`src/mic_detect_pkg.sv`:
```
// Constants shared by the microphone bias and current detect logic.
// Assumes a 125 MHz system clock and a decoded register write/read port.
package mic_detect_pkg;

    // Register offsets
    localparam logic [7:0] PWR_MGMT_ONE_ADDR = 8'h19;
    localparam logic [7:0] BIAS_DETECT_ADDR = 8'h30;

    // Field positions
    localparam int BIAS_ENABLE_BIT = 1;
    localparam int BIAS_LEVEL_BIT = 0;
    localparam int DETECT_ENABLE_BIT = 9;
    localparam int ACC_THR_LSB = 12;
    localparam int ACC_THR_MSB = 14;
    localparam int SHORT_THR_LSB = 10;
    localparam int SHORT_THR_MSB = 11;
    localparam int ACC_STATUS_BIT = 7;
    localparam int SHORT_STATUS_BIT = 6;

    // Reset values
    localparam logic BIAS_ENABLE_RST = 1'h0;
    localparam logic BIAS_LEVEL_RST = 1'h1;
    localparam logic DETECT_ENABLE_RST = 1'h0;
    localparam logic [2:0] ACC_THR_RST = 3'h0;
    localparam logic [1:0] SHORT_THR_RST = 2'h0;
    localparam logic STATUS_RST = 1'h0;

    // Filtering: consecutive agreeing measurements before a change is taken
    localparam int ACC_FILTER_COUNT = 1;
    localparam int SHORT_FILTER_COUNT = 10;

    // Timing
    localparam int CLK_PERIOD_NS = 8;
    localparam int MEAS_PERIOD_NS = 1000;
    localparam int MEAS_CYCLES = MEAS_PERIOD_NS / CLK_PERIOD_NS;

    // Gain amplifier source code per side
    typedef enum logic [1:0] {
        SRC_PIN_ONE = 2'h0,
        SRC_PIN_TWO = 2'h1,
        SRC_PIN_THREE = 2'h2,
        SRC_PIN_FOUR = 2'h3
    } pga_src_t;

endpackage : mic_detect_pkg

```
`src/det_if.sv`:
```
// Handshake between the detect controller and one measurement filter.
// Assumes both ends run on sys_clk.
`timescale 1ns/1ns
interface det_if;
    logic tick;
    logic run;
    logic sample;
    logic level;
    logic changed;
    modport filter (input tick, input run, input sample, output level, output changed);
    modport ctrl (output tick, output run, output sample, input level, input changed);
endinterface : det_if

```
`src/pin_sync3.sv`:
```
// Three-stage synchroniser for an asynchronous comparator level.
// Assumes the input may change at any time relative to sys_clk.
`timescale 1ns/1ns
module pin_sync3 (
    input wire logic sys_clk,
    input wire logic reset,
    input wire logic async_in,
    output logic level_ff
);
    logic stage1_ff;
    logic stage2_ff;
    logic stage3_ff;

    always_ff @(posedge sys_clk) begin
        if (reset) begin
            stage1_ff <= 1'h0;
            stage2_ff <= 1'h0;
            stage3_ff <= 1'h0;
        end else begin
            stage1_ff <= async_in;
            stage2_ff <= stage1_ff;
            stage3_ff <= stage2_ff;
        end
    end

    // A change is taken only when the last two stages agree
    always_ff @(posedge sys_clk) begin
        if (reset) begin
            level_ff <= 1'h0;
        end else if (stage2_ff == stage3_ff) begin
            level_ff <= stage3_ff;
        end
    end
endmodule : pin_sync3

```
`src/det_filter.sv`:
```
// Consecutive-measurement filter for one current comparison.
// Assumes tick is a one-cycle measurement strobe and run the detect enable.
`timescale 1ns/1ns
module det_filter #(
    parameter int COUNT = 10
) (
    input wire logic sys_clk,
    input wire logic reset,
    det_if.filter port
);
    localparam int CW = $clog2(COUNT + 1);
    localparam logic [CW-1:0] LAST = CW'(COUNT - 1);

    logic [CW-1:0] cnt_ff;

    always_ff @(posedge sys_clk) begin
        if (reset || !port.run) begin
            cnt_ff <= '0;
            port.level <= 1'h0;
            port.changed <= 1'h0;
        end else if (port.tick && port.sample != port.level) begin
            if (cnt_ff == LAST) begin
                cnt_ff <= '0;
                port.level <= port.sample;
                port.changed <= 1'h1;
            end else begin
                cnt_ff <= cnt_ff + CW'(1);
                port.changed <= 1'h0;
            end
        end else begin
            if (port.tick) begin
                cnt_ff <= '0;
            end
            port.changed <= 1'h0;
        end
    end
endmodule : det_filter

```
`src/mic_bias_detect_top.sv`:
```
// Microphone bias control, input routing and bias current detection.
// Assumes a decoded register port from the serial control interface,
// comparator levels arriving asynchronously from the analogue block,
// and clock_criteria_ok generated on sys_clk by the clocking logic.
//
// Behaviour
// - One source per side into gain amplifier
// - Pin two/three source adds pin one
// - Pins two, three may bypass to boost
// - Pin four may feed output mixers
// - Bias enable bit drives bias output
// - Bias level bit selects supply fraction
// - One enable gates both current detections
// - Three-bit accessory threshold field, reset zero
// - Two-bit short threshold field, reset zero
// - Accessory status follows live comparison
// - Short status follows live comparison
// - Threshold crossings raise event pulses
// - Detection results available on pin outputs
// - Short change needs ten consecutive measurements
// - Polarity picks accessory event edge
// - Events held until clock criteria return
`timescale 1ns/1ns
module mic_bias_detect_top #(
    parameter int MEAS_CYCLES = mic_detect_pkg::MEAS_CYCLES
) (
    input wire logic sys_clk,
    input wire logic reset,
    input wire logic reg_wr,
    input wire logic reg_rd,
    input wire logic [7:0] reg_addr,
    input wire logic [15:0] reg_wdata,
    output logic [15:0] reg_rdata_ff,
    output logic reg_rvalid_ff,
    input wire logic acc_compare_in,
    input wire logic short_compare_in,
    input wire logic clock_criteria_ok,
    input wire logic accessory_edge_polarity,
    input wire logic short_edge_polarity,
    input wire logic [1:0][1:0] pga_src_sel,
    input wire logic [1:0] pga_enable,
    input wire logic [1:0] boost_pin_two_sel,
    input wire logic [1:0] boost_pin_three_sel,
    input wire logic [1:0] mixer_pin_four_sel,
    output logic bias_output_enable_ff,
    output logic bias_voltage_select_ff,
    output logic current_detect_enable_ff,
    output logic [2:0] accessory_threshold_sel_ff,
    output logic [1:0] short_threshold_sel_ff,
    output logic accessory_over_flag_ff,
    output logic short_over_flag_ff,
    output logic accessory_gpio_ff,
    output logic short_gpio_ff,
    output logic accessory_event_ff,
    output logic short_event_ff,
    output logic [1:0][3:0] pga_pin_connect_ff,
    output logic [1:0][1:0] boost_connect_ff,
    output logic [1:0] mixer_four_connect_ff
);
    localparam int MW = $clog2(MEAS_CYCLES);
    localparam logic [MW-1:0] MEAS_LAST = MW'(MEAS_CYCLES - 1);

    logic acc_sync;
    logic short_sync;
    logic [MW-1:0] meas_cnt_ff;
    logic meas_tick_ff;
    logic wr_pwr;
    logic wr_det;
    logic [15:0] nxt_rdata;

    det_if acc_if ();
    det_if short_if ();

    assign wr_pwr = reg_wr && reg_addr == mic_detect_pkg::PWR_MGMT_ONE_ADDR;
    assign wr_det = reg_wr && reg_addr == mic_detect_pkg::BIAS_DETECT_ADDR;

    // Analogue comparators are not related to sys_clk
    pin_sync3 acc_sync_u (
        .sys_clk(sys_clk),
        .reset(reset),
        .async_in(acc_compare_in),
        .level_ff(acc_sync)
    );

    pin_sync3 short_sync_u (
        .sys_clk(sys_clk),
        .reset(reset),
        .async_in(short_compare_in),
        .level_ff(short_sync)
    );

    // Control register fields
    always_ff @(posedge sys_clk) begin
        if (reset) begin
            bias_output_enable_ff <= mic_detect_pkg::BIAS_ENABLE_RST;
        end else if (wr_pwr) begin
            bias_output_enable_ff <= reg_wdata[mic_detect_pkg::BIAS_ENABLE_BIT];
        end
    end

    // Status bit positions are not stored, so writes there cannot disturb detection
    always_ff @(posedge sys_clk) begin
        if (reset) begin
            bias_voltage_select_ff <= mic_detect_pkg::BIAS_LEVEL_RST;
            current_detect_enable_ff <= mic_detect_pkg::DETECT_ENABLE_RST;
            accessory_threshold_sel_ff <= mic_detect_pkg::ACC_THR_RST;
            short_threshold_sel_ff <= mic_detect_pkg::SHORT_THR_RST;
        end else if (wr_det) begin
            bias_voltage_select_ff <= reg_wdata[mic_detect_pkg::BIAS_LEVEL_BIT];
            current_detect_enable_ff <= reg_wdata[mic_detect_pkg::DETECT_ENABLE_BIT];
            accessory_threshold_sel_ff <= reg_wdata[mic_detect_pkg::ACC_THR_MSB:
                mic_detect_pkg::ACC_THR_LSB];
            short_threshold_sel_ff <= reg_wdata[mic_detect_pkg::SHORT_THR_MSB:
                mic_detect_pkg::SHORT_THR_LSB];
        end
    end

    // Register read-back, answered one cycle after the strobe
    always_comb begin
        nxt_rdata = 16'h0000;
        case (reg_addr)
            mic_detect_pkg::PWR_MGMT_ONE_ADDR: begin
                nxt_rdata[mic_detect_pkg::BIAS_ENABLE_BIT] = bias_output_enable_ff;
            end
            mic_detect_pkg::BIAS_DETECT_ADDR: begin
                nxt_rdata[mic_detect_pkg::BIAS_LEVEL_BIT] = bias_voltage_select_ff;
                nxt_rdata[mic_detect_pkg::DETECT_ENABLE_BIT] = current_detect_enable_ff;
                nxt_rdata[mic_detect_pkg::ACC_THR_MSB:mic_detect_pkg::ACC_THR_LSB] =
                    accessory_threshold_sel_ff;
                nxt_rdata[mic_detect_pkg::SHORT_THR_MSB:mic_detect_pkg::SHORT_THR_LSB] =
                    short_threshold_sel_ff;
                nxt_rdata[mic_detect_pkg::ACC_STATUS_BIT] = accessory_over_flag_ff;
                nxt_rdata[mic_detect_pkg::SHORT_STATUS_BIT] = short_over_flag_ff;
            end
            default: begin
                nxt_rdata = 16'h0000;
            end
        endcase
    end

    always_ff @(posedge sys_clk) begin
        if (reset) begin
            reg_rdata_ff <= 16'h0000;
            reg_rvalid_ff <= 1'h0;
        end else begin
            reg_rdata_ff <= reg_rd ? nxt_rdata : reg_rdata_ff;
            reg_rvalid_ff <= reg_rd;
        end
    end

    // Live status: synchronised comparison, gated by the single detect enable
    always_ff @(posedge sys_clk) begin
        if (reset) begin
            accessory_over_flag_ff <= mic_detect_pkg::STATUS_RST;
            short_over_flag_ff <= mic_detect_pkg::STATUS_RST;
        end else begin
            accessory_over_flag_ff <= current_detect_enable_ff && acc_sync;
            short_over_flag_ff <= current_detect_enable_ff && short_sync;
        end
    end

    always_ff @(posedge sys_clk) begin
        if (reset) begin
            accessory_gpio_ff <= 1'h0;
            short_gpio_ff <= 1'h0;
        end else begin
            accessory_gpio_ff <= accessory_over_flag_ff;
            short_gpio_ff <= short_over_flag_ff;
        end
    end

    // Measurement strobe; the filters only move while clocking criteria hold
    always_ff @(posedge sys_clk) begin
        if (reset) begin
            meas_cnt_ff <= '0;
            meas_tick_ff <= 1'h0;
        end else begin
            meas_cnt_ff <= (meas_cnt_ff == MEAS_LAST) ? '0 : meas_cnt_ff + MW'(1);
            meas_tick_ff <= meas_cnt_ff == MEAS_LAST;
        end
    end

    // A change during a clock stop is kept in the comparator level, so it is
    // taken at the first strobe after the criteria return (the tenth for the short filter)
    assign acc_if.tick = meas_tick_ff && clock_criteria_ok;
    assign acc_if.run = current_detect_enable_ff;
    assign acc_if.sample = acc_sync;
    assign short_if.tick = meas_tick_ff && clock_criteria_ok;
    assign short_if.run = current_detect_enable_ff;
    assign short_if.sample = short_sync;

    det_filter #(
        .COUNT(mic_detect_pkg::ACC_FILTER_COUNT)
    ) acc_filter_u (
        .sys_clk(sys_clk),
        .reset(reset),
        .port(acc_if.filter)
    );

    det_filter #(
        .COUNT(mic_detect_pkg::SHORT_FILTER_COUNT)
    ) short_filter_u (
        .sys_clk(sys_clk),
        .reset(reset),
        .port(short_if.filter)
    );

    // Event pulses to the interrupt controller; polarity picks rise or fall
    always_ff @(posedge sys_clk) begin
        if (reset) begin
            accessory_event_ff <= 1'h0;
            short_event_ff <= 1'h0;
        end else begin
            accessory_event_ff <= acc_if.changed &&
                (acc_if.level != accessory_edge_polarity);
            short_event_ff <= short_if.changed &&
                (short_if.level != short_edge_polarity);
        end
    end

    // Input routing per side; selecting pin two or three also joins pin one
    always_ff @(posedge sys_clk) begin
        if (reset) begin
            pga_pin_connect_ff <= '0;
            boost_connect_ff <= '0;
            mixer_four_connect_ff <= 2'h0;
        end else begin
            for (int s = 0; s < 2; s++) begin
                pga_pin_connect_ff[s] <= 4'h0;
                if (pga_enable[s]) begin
                    case (mic_detect_pkg::pga_src_t'(pga_src_sel[s]))
                        mic_detect_pkg::SRC_PIN_ONE: pga_pin_connect_ff[s] <= 4'h1;
                        mic_detect_pkg::SRC_PIN_TWO: pga_pin_connect_ff[s] <= 4'h3;
                        mic_detect_pkg::SRC_PIN_THREE: pga_pin_connect_ff[s] <= 4'h5;
                        mic_detect_pkg::SRC_PIN_FOUR: pga_pin_connect_ff[s] <= 4'h8;
                        default: pga_pin_connect_ff[s] <= 4'h0;
                    endcase
                end
                boost_connect_ff[s] <= {boost_pin_three_sel[s], boost_pin_two_sel[s]};
                mixer_four_connect_ff[s] <= mixer_pin_four_sel[s];
            end
        end
    end
endmodule : mic_bias_detect_top

```
`config.mk`:
```
export PLATFORM = sky130hd
export DESIGN_NAME = mic_bias_detect_top
export DESIGN_NICKNAME = d
export VERILOG_FILES = /design/src/mic_detect_pkg.sv /design/src/det_if.sv /design/src/pin_sync3.sv /design/src/det_filter.sv /design/src/mic_bias_detect_top.sv
export SDC_FILE = /design/constraint.sdc
export NUM_CORES = 1
export LEC_CHECK = 0
export ABC_AREA = 0
export BUFFER_PORTS_ARGS = -buffer_cell sky130_fd_sc_hd__buf_2
export CORE_MARGIN = 1
export CORE_UTILIZATION = 30
export CTS_BUF_LIST = sky130_fd_sc_hd__clkbuf_4
export CTS_CLUSTER_DIAMETER = 80
export DETAILED_ROUTE_END_ITERATION = 6
export PLACE_DENSITY = 0.63
export SETUP_SLACK_MARGIN = 0.5
export SLEW_MARGIN = 40
export SYNTH_ARGS = -nofsm -noshare
export SYNTH_HDL_FRONTEND = slang
export SYNTH_SLANG_ARGS = --single-unit
```
`constraint.sdc`:
```
create_clock -name sys_clk -period 2.75 [get_ports sys_clk]
set_input_delay 0 -clock sys_clk [delete_from_list [all_inputs] [get_ports sys_clk]]
set_output_delay 0 -clock sys_clk [all_outputs]
set_load 0.005 [all_outputs]
```
==> results.md, run 1 <==
CTS:
- The count of clock tree sinks is 63.
- TritonCTS built the clock tree.
- Counting the buffers created by CTS gives 9.
- The CTS clock-pin slew for the worst setup and hold paths is 110 ps.
- The number of setup buffers added after CTS is 0.
- CTS built an H-tree with a depth of 3.
- The clock latency on the worst-skew pair is 400 ps.
- The worst-case clock buffer depth is 2.
- The cell sitting at the root of the clock tree is a sky130_fd_sc_hd__clkbuf_4.

Global routing:
- The met3 demand-to-capacity share in global routing is 4.61%.
- The initial antenna violation count is 0.
- The maximum number of pins on one net before global-route repair is 34.
- The met1 track demand over resource is 15.6%.
- The wire length of the first global-routing pass is 8.73 mm.
- For this run, the total global-route usage over all layers was measured as 13.5%.
- The busiest metal layer after global routing is met2.
- The via count of the first global-routing pass came to 1,902.
- The residual overflow from global routing is 0.
- Global routing used 22.5% of the available met2 tracks.

Timing:
- The worst path needs 1770 ps of the cycle, external delays included.
- The aggregate negative setup slack is 0 ps.
- The smallest hold slack is 89.5 ps.
- Setup repair after global routing left no endpoint under its margin.
- The number of max-slew violations in the final report was 0.
- The worst-margin pin slew is 595 ps.
- Setup violations remaining at the end of the flow were counted as 0.
- In this run the tightest slew margin relative to its limit is 60.2%.
- The final critical-path setup slack is 984 ps.
- The count of final hold-check violations came to 0.
- The maximum clock frequency is 566 MHz.
- The final critical path takes up 64.2% of the cycle.
- Across the routed clock network, the largest skew measured is 10.2 ps.

Route:
- Dividing the detail-routed wire length by the instance count gives 11.5 um.
- The number of antenna-violating nets in the routed design is 0.
- The total length of routed wires is 5.34 mm.
- The detailed-route DRC error count is 0.
- The detailed router finished its first iteration with 137 violations.
- The pre-antenna-repair detailed-routing pass consisted of 4 iterations.
- The average vias per placed instance is 4.37.
- The total vias in the final route is 2,021.

Placed design:
- Port buffering added 75 buffers.
- Routability-driven placement finished with a final weighted congestion of 0.763.
- Once detailed placement completed, the half-perimeter wirelength came to 3.45 mm.
- The pre-CTS worst setup slack is 1160 ps.

Worst setup path:
- STA classifies the critical path endpoint as a flop.
- The arrival time reported for the critical path endpoint is 2110 ps.
- The data required time at the worst endpoint is 3090 ps.
- Along the worst path, the maximum fanout reaches 9.
- The startpoint identified for the worst register-to-register timing path is current_detect_enable_ff.
- The category of the most critical setup path is in -> reg.
- The worst register-to-register path ends at short_filter_u.cnt_ff[3].
- The worst-case register-to-register setup slack is 1420 ps.
- STA classifies the critical path startpoint as a primary input.
- The number of cells on the worst reg-to-reg path is 3.

Final layout:
- After the last flow step, the layout net total stands at 405.
- 0 antenna diodes ended up in the layout.
- Of the cells placed in the final design, the portion with a size suffix greater than 1 is 26.9%.
- Counting the fill cells in the layout gives 757.
- The relative area change from synthesis to final layout is 42.1%.

Die:
- In this run the horizontal extent of the chip is 91.0 um.
- The core region area is 7690 um2.
- The initial core utilization is 30.9%.
- Row generation in the floorplan step produced 32 rows.
- The die boundary height is 91.0 um.
- The full die area is 8280 um2.
- The number of primary I/O pins is 90.

Status:
- The flow ran to the end, and the final reports show no timing, DRC or antenna violations.

Synth:
- Sequential cells were found to cover 53.1% of the synthesized design area.
- The mean instance size in the synthesized netlist is 9.86 um2.
- The number of storage elements in the synthesis netlist is 63.
- In this run the cell area of the synthesized design comes to 2380 um2.
- For this run, the number of Yosys warnings is 0.
- Counting every instance in the synthesized netlist gives 241.
- The number of distinct library cells after synthesis is 34.

Min path:
- The worst hold path passes through 5 cells.
- The path class of the tightest hold or removal check is in -> reg.
- For hold timing, the worst endpoint is reg_rdata_ff[9].
- The source of the worst hold timing path is reg_addr[1].

Power:
- The power per unit of standard cell area is 527 nW/um2.
- The leakage component of the power is 1.44 nW.
- The largest vdd supply drop is 0.000257 V.

Flow run:
- Max-cap violations in this run came to 0.
-- kinds of logic after synthesis --
family	Yosys count	share of synthesized area, %
flops	63	53.1
xor+xnor	8	2.95
compound gates	28	6.32
mux	8	3.37
simple gates	108	27.4
fa+ha+maj	4	2.11
other cells	1	0.158
buf+inv	21	4.63
-- placed cells by master (no fill, tap or decap), types with 3 or more instances in the layout --
cell type and n:
sky130_fd_sc_hd__nand2b_1 26, sky130_fd_sc_hd__xnor2_1 4, sky130_fd_sc_hd__inv_1 4, sky130_fd_sc_hd__ha_1 4, sky130_fd_sc_hd__nor3b_1 6, sky130_fd_sc_hd__xor2_1 4
sky130_fd_sc_hd__mux2i_1 8, sky130_fd_sc_hd__buf_2 75, sky130_fd_sc_hd__o21ai_0 6, sky130_fd_sc_hd__nor2b_1 17, sky130_fd_sc_hd__nand3_1 11, sky130_fd_sc_hd__dfxtp_1 63
sky130_fd_sc_hd__a21oi_1 18, sky130_fd_sc_hd__nor2_1 11, sky130_fd_sc_hd__dlygate4sd3_1 38, sky130_fd_sc_hd__clkbuf_4 10, sky130_fd_sc_hd__nand4_1 13, sky130_fd_sc_hd__and2_1 3
sky130_fd_sc_hd__nand2_1 9, sky130_fd_sc_hd__conb_1 6
-- per-layer routing --
layer  routed length (um)  vias up
met5                    0        -
met3                  301        8
met4                   81        0
met2                 2500       63
li1                     -     1042
met1                 2450      908
-- how the worst max path moves through the flow --
stage                   startpoint  slack [ps]  cells after the start                             to
floorplan           meas_cnt_ff[0]        1560                      3                 meas_cnt_ff[6]
global placement       reg_addr[7]        1190                      4  accessory_threshold_sel_ff[2]
detailed placement     reg_addr[7]        1160                      4      short_threshold_sel_ff[0]
CTS                    reg_addr[3]         650                      7                reg_rdata_ff[7]
global route           reg_addr[3]         820                      7                reg_rdata_ff[7]
finish                 reg_addr[3]         980                      7                reg_rdata_ff[7]
-- cell usage after synthesis --
library cell / n / share of area (%)
sky130_fd_sc_hd__inv_1: 4 / 0.63
sky130_fd_sc_hd__o21ai_0: 6 / 1.3
sky130_fd_sc_hd__and4bb_2: 1 / 0.53
sky130_fd_sc_hd__buf_4: 6 / 1.9
sky130_fd_sc_hd__conb_1: 1 / 0.16
sky130_fd_sc_hd__mux2i_1: 8 / 3.4
sky130_fd_sc_hd__o211ai_1: 1 / 0.32
sky130_fd_sc_hd__clkbuf_1: 9 / 1.4
sky130_fd_sc_hd__a21oi_1: 18 / 3.8
sky130_fd_sc_hd__or3_1: 1 / 0.26
sky130_fd_sc_hd__xnor2_1: 4 / 1.5
sky130_fd_sc_hd__and2_1: 3 / 0.79
sky130_fd_sc_hd__xor2_1: 4 / 1.5
sky130_fd_sc_hd__nor2_1: 11 / 1.7
sky130_fd_sc_hd__o21bai_1: 1 / 0.32
sky130_fd_sc_hd__and3_1: 1 / 0.26
sky130_fd_sc_hd__o31ai_1: 2 / 0.63
sky130_fd_sc_hd__dfxtp_1: 63 / 53
sky130_fd_sc_hd__nand2b_1: 26 / 6.8
sky130_fd_sc_hd__nor4_4: 1 / 0.89
sky130_fd_sc_hd__nand2_1: 9 / 1.4
sky130_fd_sc_hd__buf_6: 1 / 0.47
sky130_fd_sc_hd__nor4b_1: 1 / 0.37
sky130_fd_sc_hd__nand4_1: 13 / 3.4
sky130_fd_sc_hd__nand3b_1: 2 / 0.63
sky130_fd_sc_hd__ha_1: 4 / 2.1
sky130_fd_sc_hd__nand3_1: 11 / 2.3
sky130_fd_sc_hd__nor2b_1: 17 / 4.5
sky130_fd_sc_hd__nor4bb_1: 1 / 0.42
sky130_fd_sc_hd__nor3b_1: 6 / 1.9
sky130_fd_sc_hd__or3b_2: 1 / 0.37
sky130_fd_sc_hd__and3b_1: 1 / 0.37
sky130_fd_sc_hd__nor3_1: 2 / 0.42
sky130_fd_sc_hd__buf_2: 1 / 0.21
-- power by group --
| group | total, mW | switching [mW] | internal, mW | leakage, nW |
|---|---|---|---|---|
| sequential | 0.936 | 0.00693 | 0.929 | 0.512 |
| combinational | 0.135 | 0.0551 | 0.0802 | 0.843 |
| clock | 0.711 | 0.335 | 0.376 | 0.0824 |
| total | 1.78 | 0.397 | 1.38 | 1.44 |
-- worst max-delay path: stages --
cell	delay, ps
sky130_fd_sc_hd__dlygate4sd3_1	540
sky130_fd_sc_hd__buf_2	140
sky130_fd_sc_hd__nor4_4	150
sky130_fd_sc_hd__dlymetal6s4s_1	460
sky130_fd_sc_hd__nand4_1	120
sky130_fd_sc_hd__dlygate4sd3_1	570
sky130_fd_sc_hd__a21oi_1	130
-- registers in the layout (all words and copies together), names as in the netlist, 2 cells and up --
name / count
accessory_threshold_sel_ff: 3
pga_pin_connect_ff: 8
short_filter_u.cnt_ff: 4
mixer_four_connect_ff: 2
meas_cnt_ff: 7
boost_connect_ff: 4
short_threshold_sel_ff: 2
reg_rdata_ff: 10
-- repair_timing --
| action | 4_1_cts | 5_1_grt |
|---|---|---|
| hold buffers | 39 | 0 |
| resized for setup | 0 | 1 |
| hold endpoints to repair | 42 | 0 |
| setup endpoints to repair | 0 | 1 |
-- layout make-up --
type                            count  area, um2  share of cell area [%]
Sequential cell                    63       1260                    37.3
Multi-Input combinational cell    162       1030                    30.5
Timing Repair Buffer              116        783                    23.2
Tap cell                          102        128                    3.78
Clock inverter                      6       85.1                    2.52
Clock buffer                       10       75.1                    2.22
Inverter                            4       15.0                   0.444
-- through the flow --
stage | power [mW] | cells | utilization, % | area (um2)
after detailed placement | 1.05 | 408 | 36.8 | 2830
after CTS | 1.80 | 463 | 43.9 | 3380
after global placement | 1.05 | 408 | 36.8 | 2830
final | 1.78 | 463 | 43.9 | 3380
after global routing | 1.86 | 463 | 43.9 | 3380
after floorplan | 1.01 | 246 | - | 2400
No activity file was read; power rests on OpenSTA's default activity.
==> inputs of run 2 (changes only) <==
PLACE_DENSITY = 0.65   (was 0.63)
clock period = 1.47 ns   (was 2.75 ns; I/O delays follow)
==> run 2 against run 1 <==
Net effect:
- the run now ends with hold timing left
- sequential power is 87% higher
- wire length is 2.4% higher
- core utilization is 1.7 points higher
- sequential cell count stayed put
- critical path depth is 4 lower
- register-to-register slack worse by 1100 ps
- clock power is 79% higher
- worst hold slack worse by 160 ps
- combinational power is 110% higher
- count of clock-buffer cells in the layout stayed put
- clock skew is 4.2 ps lower
- non-clock buffer count is 3 higher
- largest cell class unchanged
- largest power group unchanged
==> results.md, run 2 (same netlist as run 1, synthesis figures left out) <==
Status:
- The run finished, with violations left.
- The final reports fail on hold timing.

Die:
- The number of primary I/O pins is 90 (unchanged).
- The full die area was 8280 um2 (unchanged).
- The die width is 91.0 um (unchanged).
- The core region area is 7690 um2 (unchanged).
- The number of rows created at floorplan is 32 (unchanged).
- The die boundary height is 91.0 um (unchanged).
- The initial core utilization is 30.9% (unchanged).

Placed design:
- The number of buffers inserted by port buffering is 75 (unchanged).
- The detailed placement HPWL is 3.46 mm (+0.53%).
- The post-place instance area is 2890 um2 (+2.4%).
- The placer congestion estimate is 0.748 (-2.0%).

Timing:
- Setup repair after global routing could not meet its margin everywhere.
- The shortest clock period the worst path allows after layout is 1100 ps.
- The final setup violation count came to 0 (unchanged).
- The count of final hold-check violations is 2 (+2).
- The smallest hold slack was -73.4 ps (-163 ps).
- Timing would allow up to 907 MHz.
- The clock skew after layout is 6.07 ps (-4.18 ps).
- The aggregate negative setup slack was 0 ps (unchanged).
- The post-route fraction of the period consumed by the critical path is 75.0%.
- The number of max-slew violations in the final report is 0 (unchanged).

Final layout:
- The area of all placed cells without fillers is 3510 um2 (+3.9%).
- The antenna diode count is 0 (unchanged).
- The area growth from synthesis to layout is 47.7%.
- The library cell used most frequently in the layout, excluding fill and tap cells, is sky130_fd_sc_hd__buf_2.
- The final-stage net count is 408 (+0.74%).
- The number of flip-flops in the largest register was 10 (unchanged).
- The library cells used most frequently in the layout, excluding fill and tap cells, are 75 x sky130_fd_sc_hd__buf_2, 43 x sky130_fd_sc_hd__dfxtp_1, 27 x sky130_fd_sc_hd__dlygate4sd3_1.
- The fraction of final layout cells sized beyond drive strength 1 is 41.3% (+14 points).
- In the final layout, the registers with the most flip-flops are reg_rdata_ff x10, pga_pin_connect_ff x8, meas_cnt_ff x7.
- reg_rdata_ff holds more flip-flops than any other register.
- The total of fill cells in the finished design is 738 (-2.5%).

Global routing:
- The initial antenna violation count came to 0 (unchanged).
- The overall routing resource usage is 14.1% (+0.55 points).
- The wire length of the first global-routing pass is 9.11 mm (+4.4%).
- The via count of the first global-routing pass is 2,072 (+8.9%).
- The residual overflow from global routing was 0 (unchanged).
- The maximum number of pins on one net before global-route repair was 50 (+47%).

CTS:
- The CTS clock-pin slew for the worst setup and hold paths is 100 ps (about the same).
- The clock latency on the worst-skew pair is 410 ps (about the same).
- The maximum level of the CTS H-tree came to 3 (unchanged).
- The worst-case clock buffer depth is 2 (unchanged).
- The number of buffers created by CTS is 9 (unchanged).
- The count of clock tree sinks is 63 (unchanged).
- The number of buffers inserted for hold repair after clock tree synthesis is 27 (-31%).
- The CTS tree is yes.
- Clock tree synthesis selected as its root buffer the cell sky130_fd_sc_hd__clkbuf_4.

Route:
- The average vias per placed instance is 4.44 (+1.7%).
- The detailed-router iteration count before antenna repair was 4 (unchanged).
- The mean routed wirelength per cell is 11.8 um (+2.0%).
- The detailed-route DRC error count is 0 (unchanged).
- The number of antenna-violating nets in the routed design is 0 (unchanged).
- The total length of routed wires is 5.47 mm (+2.4%).
- The total vias in the final route came to 2,065 (+2.2%).
- The first-iteration detailed-routing DRC count came to 82 (-40%).

Power:
- The power per unit of standard cell area is 941 nW/um2 (+78%).
- The largest vdd supply drop was 0.000564 V (+120%).
- The leakage component of the power is 1.46 nW (+1.4%).
- The total power consumption of the routed design is 3.30 mW (+85%).

Worst setup path:
- The largest fanout on the critical path came to 4 (-5).
- The worst-case register-to-register setup slack came to 370 ps (-1050 ps).
- The signal on the critical path passes through ha_4 -> or3b_4 -> a21oi_1.
- The number of cells on the worst reg-to-reg path is 3 (unchanged).
- The endpoint identified for the worst register-to-register timing path is meas_cnt_ff[6].
- By startpoint and endpoint, the worst setup path is classified as reg -> reg.
- The slowest stage of the critical path belongs to the cell sky130_fd_sc_hd__dfxtp_4.
- The delay of the slowest cell on the worst path is 410 ps (-160 ps).
- The number of buffer and inverter stages on the critical path is 0 (-4).
- STA classifies the critical path endpoint as a flop.
- The arrival time reported for the critical path endpoint came to 1440 ps (-670 ps).
- STA classifies the critical path startpoint as a flop.
- The start of the worst register-to-register path is meas_cnt_ff[0].
- The kind of cell with the highest combined delay on the critical path is flip-flops.
- The data required time at the worst endpoint is 1810 ps (-1280 ps).

Min path:
- The cell depth of the worst min-delay path is 4 (-1).
- For hold timing, the worst endpoint is reg_rdata_ff[1].
- The tightest min-delay check is of the in -> reg type.
- The source of the worst hold timing path is reg_addr[5].

Flow run:
- The count of max-cap constraint violations is 0 (unchanged).
run 2: worst max-delay path by stage:
stage | startpoint | to | slack [ps] | cells after the start
after floorplan | meas_cnt_ff[3] | meas_cnt_ff[6] | 420 | 3
after global placement | reg_addr[1] | current_detect_enable_ff | 280 | 4
after detailed placement | reg_addr[1] | accessory_threshold_sel_ff[0] | 210 | 4
after CTS | short_filter_u.cnt_ff[1] | short_filter_u.cnt_ff[1] | 350 | 5
after global routing | short_filter_u.cnt_ff[0] | short_filter_u.port.level | 280 | 5
final | meas_cnt_ff[0] | meas_cnt_ff[6] | 370 | 3
run 2: layout make-up:
| class | count | area [um2] | area share (%) |
|---|---|---|---|
| clock inverter | 5 | 73.8 | 2.10 |
| multi-input combinational | 162 | 1130 | 32.3 |
| tap | 102 | 128 | 3.64 |
| timing repair buffer | 119 | 793 | 22.6 |
| clock buffer | 10 | 75.1 | 2.14 |
| sequential | 63 | 1290 | 36.8 |
| inverter | 4 | 17.5 | 0.499 |
run 2: through the flow:
stage                     utilization [%]  hold slack [ps]  setup slack, ps  cells
after floorplan                         -             75.8              422    246
after global placement               37.6              204              280    410
after detailed placement             37.6              212              210    410
after CTS                            44.6             -101              354    462
after global routing                 45.7            -95.6              279    465
final                                45.7            -73.4              368    465
run 2: what timing repair did:
| action | in CTS | in global routing |
|---|---|---|
| buffers inserted | 10 | 3 |
| endpoints found under the setup margin | 13 | 27 |
| resized for setup | 15 | 23 |
| hold endpoints to repair | 37 | 2 |
| pin swaps | 13 | 8 |
| gates cloned | 0 | 0 |
run 2: worst min-delay path: stages:
cell and delay (ps):
sky130_fd_sc_hd__buf_2 80, sky130_fd_sc_hd__nor4b_1 50, sky130_fd_sc_hd__nand4_1 100, sky130_fd_sc_hd__a21oi_1 60
run 2: power breakdown:
| group | internal (mW) | leakage (nW) | switching, mW | total [mW] |
|---|---|---|---|---|
| registers | 1.74 | 0.521 | 0.0175 | 1.75 |
| logic | 0.162 | 0.851 | 0.116 | 0.277 |
| clock network | 0.689 | 0.0837 | 0.585 | 1.27 |
run 2: routing by layer:
layer / global-route usage (%) / vias up / routed length, um
li1: - / 1041 / -
met1: 14.7 / 954 / 2270
met2: 24.9 / 66 / 2840
met3: 6.11 / 4 / 314
met4: 5.56 / 0 / 39
met5: 0 / - / 0
